--- src/hdl/piv_pkg.sv ---
// piv_pkg: shared constants and carrier types for the peripheral
// interrupt vectoring block.
// assumes a single 50 MHz system clock and a 32-bit avalon-mm register bus.
package piv_pkg;
  // ==========================================================
  // register map (printed offsets are word indices; byte = 4 * index)
  localparam logic [15:0] IDX_SYS_VEC = 16'h701e; // system group offset
  localparam logic [15:0] IDX_EVA_VEC = 16'h7432; // event group a offset
  localparam logic [15:0] IDX_EVB_VEC = 16'h7433; // event group b offset
  localparam logic [15:0] IDX_EVC_VEC = 16'h7434; // event group c offset
  localparam logic [15:0] IDX_SRC_FLAG = 16'h7500; // source flags, w1c
  localparam logic [15:0] IDX_SRC_EN = 16'h7501; // source enables
  localparam logic [15:0] IDX_LINE_MASK = 16'h7502; // line_mask_register
  localparam logic [15:0] IDX_LINE_PEND = 16'h7503; // line_pending_register, RO
  localparam logic [15:0] IDX_CORE_ST0 = 16'h7504; // core_status_zero
  localparam logic [15:0] IDX_IRQ_STAT = 16'h7505; // event status, w1c
  localparam logic [15:0] IDX_IRQ_MASK = 16'h7506; // event mask
  // ==========================================================
  // fields and reset values
  localparam int GIE_BIT = 9; // global_irq_disable position in status zero
  localparam logic [15:0] ST0_RESET = 16'h0200; // disable set at reset
  localparam logic [3:0] LINE_MASK_RESET = 4'h0;
  localparam logic [26:0] SRC_EN_RESET = 27'h0;
  localparam logic [15:0] PHANTOM_OFFSET = 16'h0000;
  localparam logic [15:0] RESET_VECTOR = 16'h0000;
  localparam logic [31:0] UNMAPPED_DATA = 32'h0000_0000;
  // ==========================================================
  // source numbering: 0..6 system, 7..13 group a, 14..25 group b,
  // 26..29 group c (30 sources, ranked by index inside a group)
  localparam int NUM_SRC = 30;
  localparam int SYS_LO = 0;
  localparam int SYS_N = 7;
  localparam int EVA_LO = 7;
  localparam int EVA_N = 7;
  localparam int EVB_LO = 14;
  localparam int EVB_N = 12;
  localparam int EVC_LO = 26;
  localparam int EVC_N = 4;
  // vector offsets per source, in priority order
  localparam logic [15:0] SRC_OFFSET [NUM_SRC] = '{
    16'h0001, 16'h0011, 16'h001f, 16'h0005, 16'h0006, 16'h0007, 16'h0010,
    16'h0020, 16'h0021, 16'h0022, 16'h0023, 16'h0024, 16'h0025, 16'h0026,
    16'h0027, 16'h0028, 16'h0029, 16'h002a, 16'h002b, 16'h002c,
    16'h002d, 16'h002e, 16'h002f, 16'h0030, 16'h0031, 16'h0032,
    16'h0033, 16'h0034, 16'h0035, 16'h0036};
  // core vector locations per line
  localparam logic [15:0] LINE_VECTOR [4] = '{16'h0002, 16'h0004, 16'h0006, 16'h0008};
  // ==========================================================
  // carriers
  typedef struct packed {
    logic [15:0] address; // word index
    logic read;
    logic write;
    logic [31:0] writedata;
  } piv_bus_req_type;
  typedef enum {ST_RUN, ST_JAM, ST_LOAD} piv_core_state_type;
endpackage : piv_pkg

--- src/hdl/piv_group_arb.sv ---
// piv_group_arb: fixed-priority winner search for one source group.
// assumes request vector bit 0 is the highest rank; output registered.
`timescale 1ns/10ps
module piv_group_arb import piv_pkg::*; #(
  parameter int N = 4,
  parameter int BASE = 0
) (
  input wire logic clk_sys_in,
  input wire logic rst_n_in,
  input wire logic ce_in,
  input wire logic [N-1:0] req_in,
  output logic any_out,
  output logic [15:0] offset_out
);
  // ==========================================================
  // priority pick, lowest index wins
  logic [15:0] pick_next;
  always_comb begin
    pick_next = PHANTOM_OFFSET; // phantom when nobody asks
    for (int i = N - 1; i >= 0; i--) begin
      if (req_in[i]) begin
        pick_next = SRC_OFFSET[BASE + i];
      end
    end
  end
  // registered so the read mux sees a stable word
  always_ff @(posedge clk_sys_in or negedge rst_n_in) begin
    if (!rst_n_in) begin
      any_out <= 1'b0;
      offset_out <= PHANTOM_OFFSET;
    end else if (ce_in) begin
      any_out <= |req_in;
      offset_out <= pick_next;
    end
  end
endmodule : piv_group_arb

--- src/hdl/piv_top.sv ---
// piv_top: two-level peripheral interrupt expansion and vectoring.
// assumes the core asks for a vector with ack_in and fetches through
// the jam/vector outputs; sources arrive as one-cycle request pulses.
// Function
// - per-line mask bit gates acknowledge
// - acknowledge forces vector-jam instruction onto bus
// - jam loads pc with line vector
// - no request gives phantom offset zero
// - reset highest, vector zero, never masked
// - external pins offsets 0001h 0011h 001fh line one
// - system group: spi 0005h, rx 0006h
// - tx 0007h then watchdog 0010h
// - group a line two, 0020h..0026h
// - group a rank protect, full, simple
// - simple compares 0024h..0026h
// - group b timers 0027h..0032h, line three
// - group c captures 0033h..0036h, line four
// - only enabled flagged sources reach arbitration
// - global disable bit nine, set on ack
// - group winner sets line pending flag
//
// Register access over Avalon-MM was chosen for this implementation.
`timescale 1ns/10ps
module piv_top import piv_pkg::*; #(
  parameter logic [15:0] JAM_OPCODE = 16'hbe40 // arbitrary encoding
) (
  input wire logic clk_sys_in,
  input wire logic rst_n_in, // also the system reset pin
  input wire logic ce_in,
  input wire logic [NUM_SRC-1:0] src_req_in, // peripheral request pulses
  input wire logic ack_in, // core ready to take an interrupt
  input wire logic [15:0] avs_address_in, // word index
  input wire logic avs_read_in,
  input wire logic avs_write_in,
  input wire logic [31:0] avs_writedata_in,
  output logic [31:0] avs_readdata_out,
  output logic avs_waitrequest_out,
  output logic [15:0] instr_bus_out, // forced opcode
  output logic instr_jam_out, // opcode valid
  output logic [15:0] pc_load_out, // vector location
  output logic pc_load_valid_out,
  output logic [3:0] line_ack_out, // acknowledged line, one-hot pulse
  output logic irq_out
);
  // ==========================================================
  // state
  logic [NUM_SRC-1:0] flag_reg; // per-source flags
  logic [NUM_SRC-1:0] en_reg; // per-source enables
  logic [3:0] mask_reg; // line_mask_register
  logic [3:0] pend_reg; // line_pending_register
  logic gie_reg; // global_irq_disable
  logic [3:0] stat_reg; // acknowledge events, w1c
  logic [3:0] imask_reg;
  logic [1:0] line_reg; // acknowledged line
  piv_core_state_type state_reg;
  piv_bus_req_type req;
  logic [NUM_SRC-1:0] fwd; // forwarded requests
  logic [3:0] grp_any;
  logic [15:0] grp_off [4];
  logic [3:0] take; // line that may be acknowledged now
  logic wr;
  logic rd;
  assign req = '{address: avs_address_in, read: avs_read_in,
                 write: avs_write_in, writedata: avs_writedata_in};
  assign wr = req.write && !avs_waitrequest_out && ce_in;
  assign rd = req.read && !avs_waitrequest_out && ce_in;
  assign fwd = flag_reg & en_reg;
  // ==========================================================
  // per-group arbiters, one generate loop
  localparam int G_LO [4] = '{SYS_LO, EVA_LO, EVB_LO, EVC_LO};
  localparam int G_N [4] = '{SYS_N, EVA_N, EVB_N, EVC_N};
  for (genvar g = 0; g < 4; g++) begin : g_grp
    piv_group_arb #(.N(G_N[g]), .BASE(G_LO[g])) u_arb (
      .clk_sys_in(clk_sys_in),
      .rst_n_in(rst_n_in),
      .ce_in(ce_in),
      .req_in(fwd[G_LO[g] +: G_N[g]]),
      .any_out(grp_any[g]),
      .offset_out(grp_off[g])
    );
  end
  // ==========================================================
  // source flags: set wins over software clear
  always_ff @(posedge clk_sys_in or negedge rst_n_in) begin
    if (!rst_n_in) begin
      flag_reg <= '0;
    end else if (ce_in) begin
      if (wr && req.address == IDX_SRC_FLAG) begin
        flag_reg <= (flag_reg & ~req.writedata[NUM_SRC-1:0]) | src_req_in;
      end else begin
        flag_reg <= flag_reg | src_req_in;
      end
    end
  end
  // ==========================================================
  // line pending: winning group raises its line
  always_ff @(posedge clk_sys_in or negedge rst_n_in) begin
    if (!rst_n_in) begin
      pend_reg <= 4'h0;
    end else if (ce_in) begin
      pend_reg <= grp_any;
    end
  end
  // highest pending unmasked line, only while global enable is open
  always_comb begin
    take = 4'h0;
    if (!gie_reg) begin
      for (int i = 3; i >= 0; i--) begin
        if (pend_reg[i] && mask_reg[i]) begin
          take = 4'h0;
          take[i] = 1'b1;
        end
      end
    end
  end
  // ==========================================================
  // core sequence: jam instruction, then load vector location
  always_ff @(posedge clk_sys_in or negedge rst_n_in) begin
    if (!rst_n_in) begin
      state_reg <= ST_RUN;
      line_reg <= 2'd0;
      instr_bus_out <= 16'h0000;
      instr_jam_out <= 1'b0;
      pc_load_out <= RESET_VECTOR;
      pc_load_valid_out <= 1'b1; // reset vector, unmaskable
      line_ack_out <= 4'h0;
    end else if (ce_in) begin
      instr_jam_out <= 1'b0;
      pc_load_valid_out <= 1'b0;
      line_ack_out <= 4'h0;
      case (state_reg)
        ST_RUN: begin
          if (ack_in && |take) begin
            for (int i = 0; i < 4; i++) begin
              if (take[i]) begin
                line_reg <= 2'(i);
              end
            end
            line_ack_out <= take;
            instr_bus_out <= JAM_OPCODE;
            instr_jam_out <= 1'b1;
            state_reg <= ST_JAM;
          end
        end
        ST_JAM: begin
          pc_load_out <= LINE_VECTOR[line_reg];
          pc_load_valid_out <= 1'b1;
          state_reg <= ST_LOAD;
        end
        ST_LOAD: begin
          state_reg <= ST_RUN;
        end
        default: begin
          state_reg <= ST_RUN;
        end
      endcase
    end
  end
  // ==========================================================
  // global disable: set at reset and on acknowledge
  always_ff @(posedge clk_sys_in or negedge rst_n_in) begin
    if (!rst_n_in) begin
      gie_reg <= ST0_RESET[GIE_BIT];
    end else if (ce_in) begin
      if (state_reg == ST_RUN && ack_in && |take) begin
        gie_reg <= 1'b1;
      end else if (wr && req.address == IDX_CORE_ST0) begin
        gie_reg <= req.writedata[GIE_BIT];
      end
    end
  end
  // ==========================================================
  // software control registers
  always_ff @(posedge clk_sys_in or negedge rst_n_in) begin
    if (!rst_n_in) begin
      en_reg <= SRC_EN_RESET[NUM_SRC-1:0];
      mask_reg <= LINE_MASK_RESET;
      imask_reg <= 4'h0;
    end else if (wr) begin
      case (req.address)
        IDX_SRC_EN: en_reg <= req.writedata[NUM_SRC-1:0];
        IDX_LINE_MASK: mask_reg <= req.writedata[3:0];
        IDX_IRQ_MASK: imask_reg <= req.writedata[3:0];
        default: begin
        end
      endcase
    end
  end
  // acknowledge events: sticky, set wins over w1c
  always_ff @(posedge clk_sys_in or negedge rst_n_in) begin
    if (!rst_n_in) begin
      stat_reg <= 4'h0;
    end else if (ce_in) begin
      if (wr && req.address == IDX_IRQ_STAT) begin
        stat_reg <= (stat_reg & ~req.writedata[3:0]) | line_ack_out;
      end else begin
        stat_reg <= stat_reg | line_ack_out;
      end
    end
  end
  always_ff @(posedge clk_sys_in or negedge rst_n_in) begin
    if (!rst_n_in) begin
      irq_out <= 1'b0;
    end else if (ce_in) begin
      irq_out <= |(stat_reg & imask_reg);
    end
  end
  // ==========================================================
  // avalon slave: one wait cycle, then data and release
  always_ff @(posedge clk_sys_in or negedge rst_n_in) begin
    if (!rst_n_in) begin
      avs_waitrequest_out <= 1'b1;
    end else if (ce_in) begin
      avs_waitrequest_out <= !((req.read || req.write) && avs_waitrequest_out);
    end
  end
  always_ff @(posedge clk_sys_in or negedge rst_n_in) begin
    if (!rst_n_in) begin
      avs_readdata_out <= UNMAPPED_DATA;
    end else if (ce_in && req.read && avs_waitrequest_out) begin
      case (req.address)
        IDX_SYS_VEC: avs_readdata_out <= {16'h0000, grp_off[0]};
        IDX_EVA_VEC: avs_readdata_out <= {16'h0000, grp_off[1]};
        IDX_EVB_VEC: avs_readdata_out <= {16'h0000, grp_off[2]};
        IDX_EVC_VEC: avs_readdata_out <= {16'h0000, grp_off[3]};
        IDX_SRC_FLAG: avs_readdata_out <= {2'b00, flag_reg};
        IDX_SRC_EN: avs_readdata_out <= {2'b00, en_reg};
        IDX_LINE_MASK: avs_readdata_out <= {28'h0, mask_reg};
        IDX_LINE_PEND: avs_readdata_out <= {28'h0, pend_reg};
        IDX_CORE_ST0: avs_readdata_out <= {22'h0, gie_reg, 9'h0};
        IDX_IRQ_STAT: avs_readdata_out <= {28'h0, stat_reg};
        IDX_IRQ_MASK: avs_readdata_out <= {28'h0, imask_reg};
        default: avs_readdata_out <= UNMAPPED_DATA;
      endcase
    end
  end
  // ==========================================================
  // checks
  a_ack_needs_mask: assert property (@(posedge clk_sys_in) disable iff (!rst_n_in)
    $rose(instr_jam_out) |-> (line_ack_out & ~$past(mask_reg)) == 4'h0)
    else $error("acknowledged a masked line");
  a_jam_opcode: assert property (@(posedge clk_sys_in) disable iff (!rst_n_in)
    instr_jam_out |-> instr_bus_out == JAM_OPCODE)
    else $error("jam opcode wrong");
  a_jam_then_load: assert property (@(posedge clk_sys_in) disable iff (!rst_n_in)
    (instr_jam_out && ce_in) |=> pc_load_valid_out)
    else $error("vector load missing after jam");
  a_gie_on_ack: assert property (@(posedge clk_sys_in) disable iff (!rst_n_in)
    (instr_jam_out && ce_in) |-> gie_reg)
    else $error("global disable not set on acknowledge");
  a_no_ack_disabled: assert property (@(posedge clk_sys_in) disable iff (!rst_n_in)
    ($past(gie_reg) && $past(state_reg) == ST_RUN) |-> !$rose(instr_jam_out))
    else $error("acknowledge while globally disabled");
  a_phantom_sys: assert property (@(posedge clk_sys_in) disable iff (!rst_n_in)
    (ce_in && !grp_any[0]) |-> grp_off[0] == PHANTOM_OFFSET)
    else $error("phantom offset wrong");
  a_pend_follows: assert property (@(posedge clk_sys_in) disable iff (!rst_n_in)
    ce_in |=> pend_reg == $past(grp_any))
    else $error("pending flag did not follow group");
  a_spi_first: assert property (@(posedge clk_sys_in) disable iff (!rst_n_in)
    (ce_in && fwd[3:0] == 4'h8) |=> grp_off[0] == 16'h0005)
    else $error("serial peripheral offset wrong");
  a_line_vector: assert property (@(posedge clk_sys_in) disable iff (!rst_n_in)
    (pc_load_valid_out && $past(state_reg) == ST_JAM) |->
      pc_load_out == {12'h000, 1'b0, $past(line_reg), 1'b0} + 16'h0002)
    else $error("vector location wrong");
  c_ack_seen: cover property (@(posedge clk_sys_in) instr_jam_out);
  c_read_vec: cover property (@(posedge clk_sys_in) rd && req.address == IDX_EVB_VEC);
  c_irq: cover property (@(posedge clk_sys_in) irq_out);
endmodule : piv_top

--- config.mk ---
export PLATFORM = sky130hd
export DESIGN_NAME = piv_top
export DESIGN_NICKNAME = d
export VERILOG_FILES = /design/src/hdl/piv_pkg.sv /design/src/hdl/piv_group_arb.sv /design/src/hdl/piv_top.sv
export SDC_FILE = /design/constraint.sdc
export NUM_CORES = 1
export LEC_CHECK = 0
export ABC_AREA = 1
export ABC_CLOCK_PERIOD_IN_PS = 3960
export BUFFER_PORTS_ARGS = -buffer_cell sky130_fd_sc_hd__buf_2
export CORE_MARGIN = 2
export CORE_UTILIZATION = 50
export DETAILED_ROUTE_END_ITERATION = 6
export PLACE_DENSITY = 0.8
export SYNTH_ARGS = -nofsm -noshare
export SYNTH_HDL_FRONTEND = slang
export SYNTH_SLANG_ARGS = --single-unit
--- constraint.sdc ---
create_clock -name clk_sys_in -period 3.96 [get_ports clk_sys_in]
set_clock_uncertainty 0.1 [all_clocks]
set_input_delay 0.198 -clock clk_sys_in [delete_from_list [all_inputs] [get_ports clk_sys_in]]
set_output_delay 0.198 -clock clk_sys_in [all_outputs]
set_load 0.05 [all_outputs]
Word level (Yosys, flattened, before mapping)

Cells that the tools add are included.

Reduce and logical (&&, ||, !) cells: 36
Eq/ne operators: 13
$lt $le $gt $ge: 1
Bitwise operators: 11
Muxes and demuxes: 54

Operators with widths:

| cell                 | count |
|---|---|
| $mux 16              | 28 |
| $pmux 30 s11         | 1 |
| $eq 16x15->1 const B | 11 |
| $logic_not 32->1     | 2 |
| $pmux 32 s2          | 1 |
| $and 30x30->30       | 2 |
| $or 30x30->30        | 2 |
| $bmux 16 s2          | 1 |
| $eq 32x1->1 const B  | 1 |
| $mux 32              | 1 |
| $mux 4               | 8 |
| $mux 30              | 1 |
| $not 30->30          | 1 |
| $mux 6               | 3 |
| $logic_and 1x1->1    | 15 |
| $reduce_or 7->1      | 2 |
| $reduce_and 2->1     | 6 |
| $reduce_or 12->1     | 1 |
| $reduce_or 4->1      | 3 |
| $and 4x4->4          | 2 |
| $mux 2               | 4 |
| $or 4x4->4           | 2 |
| $mux 1               | 5 |
| $mux 5               | 1 |
| other kinds (10)     | 11 |

Logic and storage cells: 140
Output and inout bits: 72
Input port bits: 84
Register bits: 236

Logic depth before layout (Yosys ltp)

Word-level depth: 13
Mapped depth: 12
Depth with buffers taken out: 12

Cells and area by module

From an unflattened synthesis, not the netlist that was laid out.

Cell total of the unflattened synthesis: 1122
Area total of the unflattened synthesis: 8275.4 µm²

By module, submodules not included:

| module                          | cells an instance | instances | sequential area each (µm²) | area each (µm²) |
|---|---|---|---|---|
| piv_top                         | 906               | 1         | 3081.7                     | 6717.7 |
| piv_group_arb at g_grp[2].u_arb | 69                | 1         | 175.2                      | 488.0 |
| piv_group_arb at g_grp[0].u_arb | 55                | 1         | 150.1                      | 402.9 |
| piv_group_arb at g_grp[1].u_arb | 52                | 1         | 125.1                      | 360.3 |
| piv_group_arb at g_grp[3].u_arb | 40                | 1         | 125.1                      | 306.5 |

Least setup slack after synthesis

OpenSTA, ideal clock, no wires.

Path kind: flip-flop to flip-flop
Start point: register avs_waitrequest_out
End point: register avs_readdata_out[9]
Path buffers: 1
Arrival time: 1.509 ns
Setup slack: 2.228 ns
Stages on the path, launching flop included: 7
Data required time: 3.737 ns
Cells stage by stage: dfstp_2 -> inv_1 -> nor3_1 -> inv_1 -> clkbuf_1 -> nand2_1 -> nand2_1

Word-level cells in the longest chain between the ends: 1

Ends and longest elaborated chain:

| item                   | line           | text |
|---|---|---|
| from (decl)            | piv_top.sv:37  | `output logic avs_waitrequest_out,` |
| from (signal assigned) | piv_top.sv:214 | `avs_waitrequest_out <= !((req.read \|\| req.write) && avs_waitrequest_out);` |
| $logic_and 1x1->1      | piv_top.sv:220 | `end else if (ce_in && req.read && avs_waitrequest_out) begin` |
| to (signal assigned)   | piv_top.sv:222 | `IDX_SYS_VEC: avs_readdata_out <= {16'h0000, grp_off[0]};` |
| to (signal assigned)   | piv_top.sv:223 | `IDX_EVA_VEC: avs_readdata_out <= {16'h0000, grp_off[1]};` |
| to (signal assigned)   | piv_top.sv:224 | `IDX_EVB_VEC: avs_readdata_out <= {16'h0000, grp_off[2]};` |
| to (decl)              | piv_top.sv:36  | `output logic [31:0] avs_readdata_out,` |

Every way passes these cells.
A chain may end at the register's enable or synchronous reset.

Worst setup path after layout

Start point: input port avs_address_in[10]
End point: register flag_reg[11]

Word-level cells in the longest chain between the ends: 3

Ends and longest elaborated chain:

| item                 | line          | text |
|---|---|---|
| from (decl)          | piv_top.sv:32 | `input wire logic [15:0] avs_address_in,` |
| $eq 16x15->1         | piv_top.sv:88 | `if (wr && req.address == IDX_SRC_FLAG) begin` |
| $logic_and 1x1->1    | piv_top.sv:88 |  |
| $mux 30              | piv_top.sv:88 |  |
| to (signal assigned) | piv_top.sv:89 | `flag_reg <= (flag_reg & ~req.writedata[NUM_SRC-1:0]) \| src_req_in;` |
| to (signal assigned) | piv_top.sv:91 | `flag_reg <= flag_reg \| src_req_in;` |
| to (decl)            | piv_top.sv:47 | `logic [NUM_SRC-1:0] flag_reg;` |

Every way passes these cells.

==> parameters.txt <==
Parameter                              Value

Timing
  Timing-limited maximum frequency ... 0.367 GHz
  Period utilization ... 68.8%
  Pins over their slew limit ... 0
  Final setup fails ... 0
  Setup slack after layout ... 1240 ps
  Max transition margin ... 27.0%
  Sum of negative setup slack ... 0 ps
  Shortest clock period the worst path allows after layout ... 2720 ps
  Final Hold Vio Count ... 0
  Worst-margin pin slew ... 1090 ps
  Unrepaired setup endpoints after global routing ... no

Final layout
  Synthesis-to-layout area growth ... 26.3%
  Net count reported at finish ... 1199
  Total inserted antenna cells ... 0
  Fraction of final layout cells sized beyond drive strength 1 ... 16.5%

Synthesis
  #FFs+latches synth ... 146
  Cell taking the most area after synthesis ... sky130_fd_sc_hd__dfrtp_1
  Cell with the most instances after synthesis ... sky130_fd_sc_hd__nand2_1
  Dominant combinational cell family by area after synthesis ... simple AND/OR/NAND/NOR gates
  Share of synthesized cell area in and, or, nand and nor gates ... 26.2%
  Seq/Total Area, Yosys ... 50.2%
  Post-synth ARST share ... 100%
  Top post-synthesis cells by area ... sky130_fd_sc_hd__dfrtp_1, sky130_fd_sc_hd__nand2_1, sky130_fd_sc_hd__inv_1, sky130_fd_sc_hd__o21ai_0, sky130_fd_sc_hd__buf_4
  Top cell types by occurrence after synthesis ... sky130_fd_sc_hd__nand2_1, sky130_fd_sc_hd__dfrtp_1, sky130_fd_sc_hd__inv_1
  Yosys warning count ... 0
  Mapped Cells ... 924
  Syn_area_per_cell ... 7.89 um2
  Xor and xnor area share after synthesis ... 0%
  Synth Area in Compound Gates ... 12.4%
  Proportion of netlist area held by the largest area contributor ... 49.1%
  Number of distinct library cell variants in the gate-level netlist after synthesis ... 43
  Proportion of synthesized area in mux cells ... 0%
  Most common flop cell mapped by yosys ... sky130_fd_sc_hd__dfrtp_1
  Fraction of the mapped netlist area in adder cells ... 0.515%
  Cell area after synthesis ... 0.00729 mm2
  Number of flops mapped to enable cells by yosys ... 0

Place
  Post-place setup slack ... 1390 ps
  Global placer's final weighted congestion ... 0.929
  Number of port buffers ... 129
  HPWL reported at the end of detailed placement ... 12.1 mm

Clock network
  Post-CTS setup repair buffer count ... 0
  Hold buffers post-CTS ... 74
  Clock tree from TritonCTS ... done
  Clock-pin slew reported for the worst setup and hold paths after clock tree synthesis ... 60 ps
  Insertion delay of the later-clocked pin in the worst-skew pair ... 420 ps
  Resized cells post-CTS ... 0
  Root buf cell ... sky130_fd_sc_hd__clkbuf_16
  CTS H-tree depth ... 4
  Sinks on Clock Net ... 146
  Number of clock buffers inserted by TritonCTS ... 17
  Maximum root-to-sink buffer count ... 2

Routing
  Post-detailed-route count of antenna-violating nets ... 0
  Via count ... 6808
  Starting DRC count in detailed routing ... 517
  Ratio of routed vias to standard cells ... 5.21
  Wire length after detailed routing ... 19.6 mm
  Drt first pass iters ... 5
  Per-cell routed wire length ... 15.0 um
  DRC ... 0

Power and ir drop
  Power density cells ... 363 mW/mm2
  Worst-case vdd ir drop ... 0.000296 V
  Leakage ... 4.79 nW
  Total power ... 3.34 mW

Floorplan
  Starting Density ... 50.7%
  Full die area ... 0.0156 mm2
  Placement Rows ... 44
  Die width ... 125 um
  I/O pin count ... 156
  Core region area ... 0.0144 mm2
  Die Y ... 125 um

Setup path
  Worst-path fanout max ... 28
  Category of the critical setup timing path ... in2reg
  Sort of element at the end of the critical path ... flop
  Critical path startpoint category ... primary input
  Endpoint required time on the critical path ... 4160 ps
  Data arrival at the endpoint of the critical path ... 2920 ps

Global route
  Maximum number of pins on one net before global-route repair ... 113
  Antenna violations before repair ... 0
  Overall Global Routing Usage ... 26.1%
  First-pass GRT wire length ... 32.6 mm
  Aggregate global routing overflow ... 0
  Vias in the first global route ... 6893

Min path
  Worst hold path type ... in2reg

Run status
  Result of the run ... completed

Flow run
  Reported max-cap violation count ... 0
worst max-delay path, cell delays in order:
cell and delay (ps):
sky130_fd_sc_hd__buf_2 90, sky130_fd_sc_hd__inv_1 30, sky130_fd_sc_hd__nor2_1 140, sky130_fd_sc_hd__nand3_2 140, sky130_fd_sc_hd__nor2_8 350, sky130_fd_sc_hd__nand2_4 200
sky130_fd_sc_hd__clkinv_2 360, sky130_fd_sc_hd__nand2_2 450, sky130_fd_sc_hd__o21ai_1 280, sky130_fd_sc_hd__nand2_1 90, sky130_fd_sc_hd__dlygate4sd3_1 580
cell type report:
class                           instances  area, um2
Clock buffer                           26        519
Clock inverter                          4       47.5
Inverter                              101        380
Fill cell                            1174       5160
Sequential cell                       146       3660
Timing Repair Buffer                  208       1430
Tap cell                              184        230
Multi-Input combinational cell        638       2940
per-layer routing:
metal	vias to the layer above	share of wire, %	global-route usage [%]
met5	-	0	0
met4	0	2.4	11.5
met3	41	6.2	5.07
met2	254	49	44.5
met1	3222	42	32.3
li1	3291	-	-
metrics by stage:
| stage | hold WS (ps) | cells | instance area (um2) | util [%] |
|---|---|---|---|---|
| detailed placement | 302 | 1203 | 7900 | 55.0 |
| CTS | 0.861 | 1307 | 9210 | 64.1 |
| finish | 8.80 | 1307 | 9210 | 64.1 |
| floorplan | -198 | 947 | 7370 | - |
| global placement | 299 | 1203 | 7900 | 55.0 |
| global route | 4.31 | 1307 | 9210 | 64.1 |
logic make-up after synthesis:
group / after synthesis
other: 1
buffers and inverters: 163
DFF: 146
adders and majority gates: 3
and+or+nand+nor: 451
AOI/OAI and AO/OA: 160
path summary, 6_finish.rpt:
check | start | to | slack [ps] | cells after the start
min in group asynchronous | rst_n_in | avs_readdata_out[16] | 380 | 2
min reg2reg | pc_load_out[1] | pc_load_out[1] | 370 | 2
max | avs_address_in[10] | flag_reg[11] | 1240 | 11
min | avs_writedata_in[5] | en_reg[5] | 9 | 4
max in group asynchronous | rst_n_in | gie_reg | 2470 | 3
max reg2reg | avs_waitrequest_out | flag_reg[11] | 1590 | 6
power breakdown:
group          switching [mW]  total, mW  internal (mW)
logic                   0.193      0.284         0.0908
clock network           0.582       1.54          0.955
registers             0.00967       1.52           1.51
total                   0.785       3.34           2.56
placed cells by master (no fill, tap or decap), drive strengths merged:
master	netlist	routed
a2111oi	1	1
a211oi	1	1
a21o	7	7
a21oi	10	10
a22o	2	2
a311oi	1	1
a31oi	7	7
a32oi	1	1
a41oi	3	3
buf	48	134
bufinv	0	1
clkbuf	14	26
clkinv	1	3
clkinvlp	0	1
conb	1	24
dfrtp	143	143
dfstp	3	3
dlygate4sd3	0	74
ha	3	3
inv	100	100
nand2	324	324
nand3	52	52
nand3b	2	2
nand4	9	9
nor2	55	55
nor3	7	7
nor3b	2	2
o211ai	2	2
o21a	6	6
o21ai	106	106
o22ai	10	10
o31ai	2	2
o32ai	1	1
(Power assumes the default switching activity.)
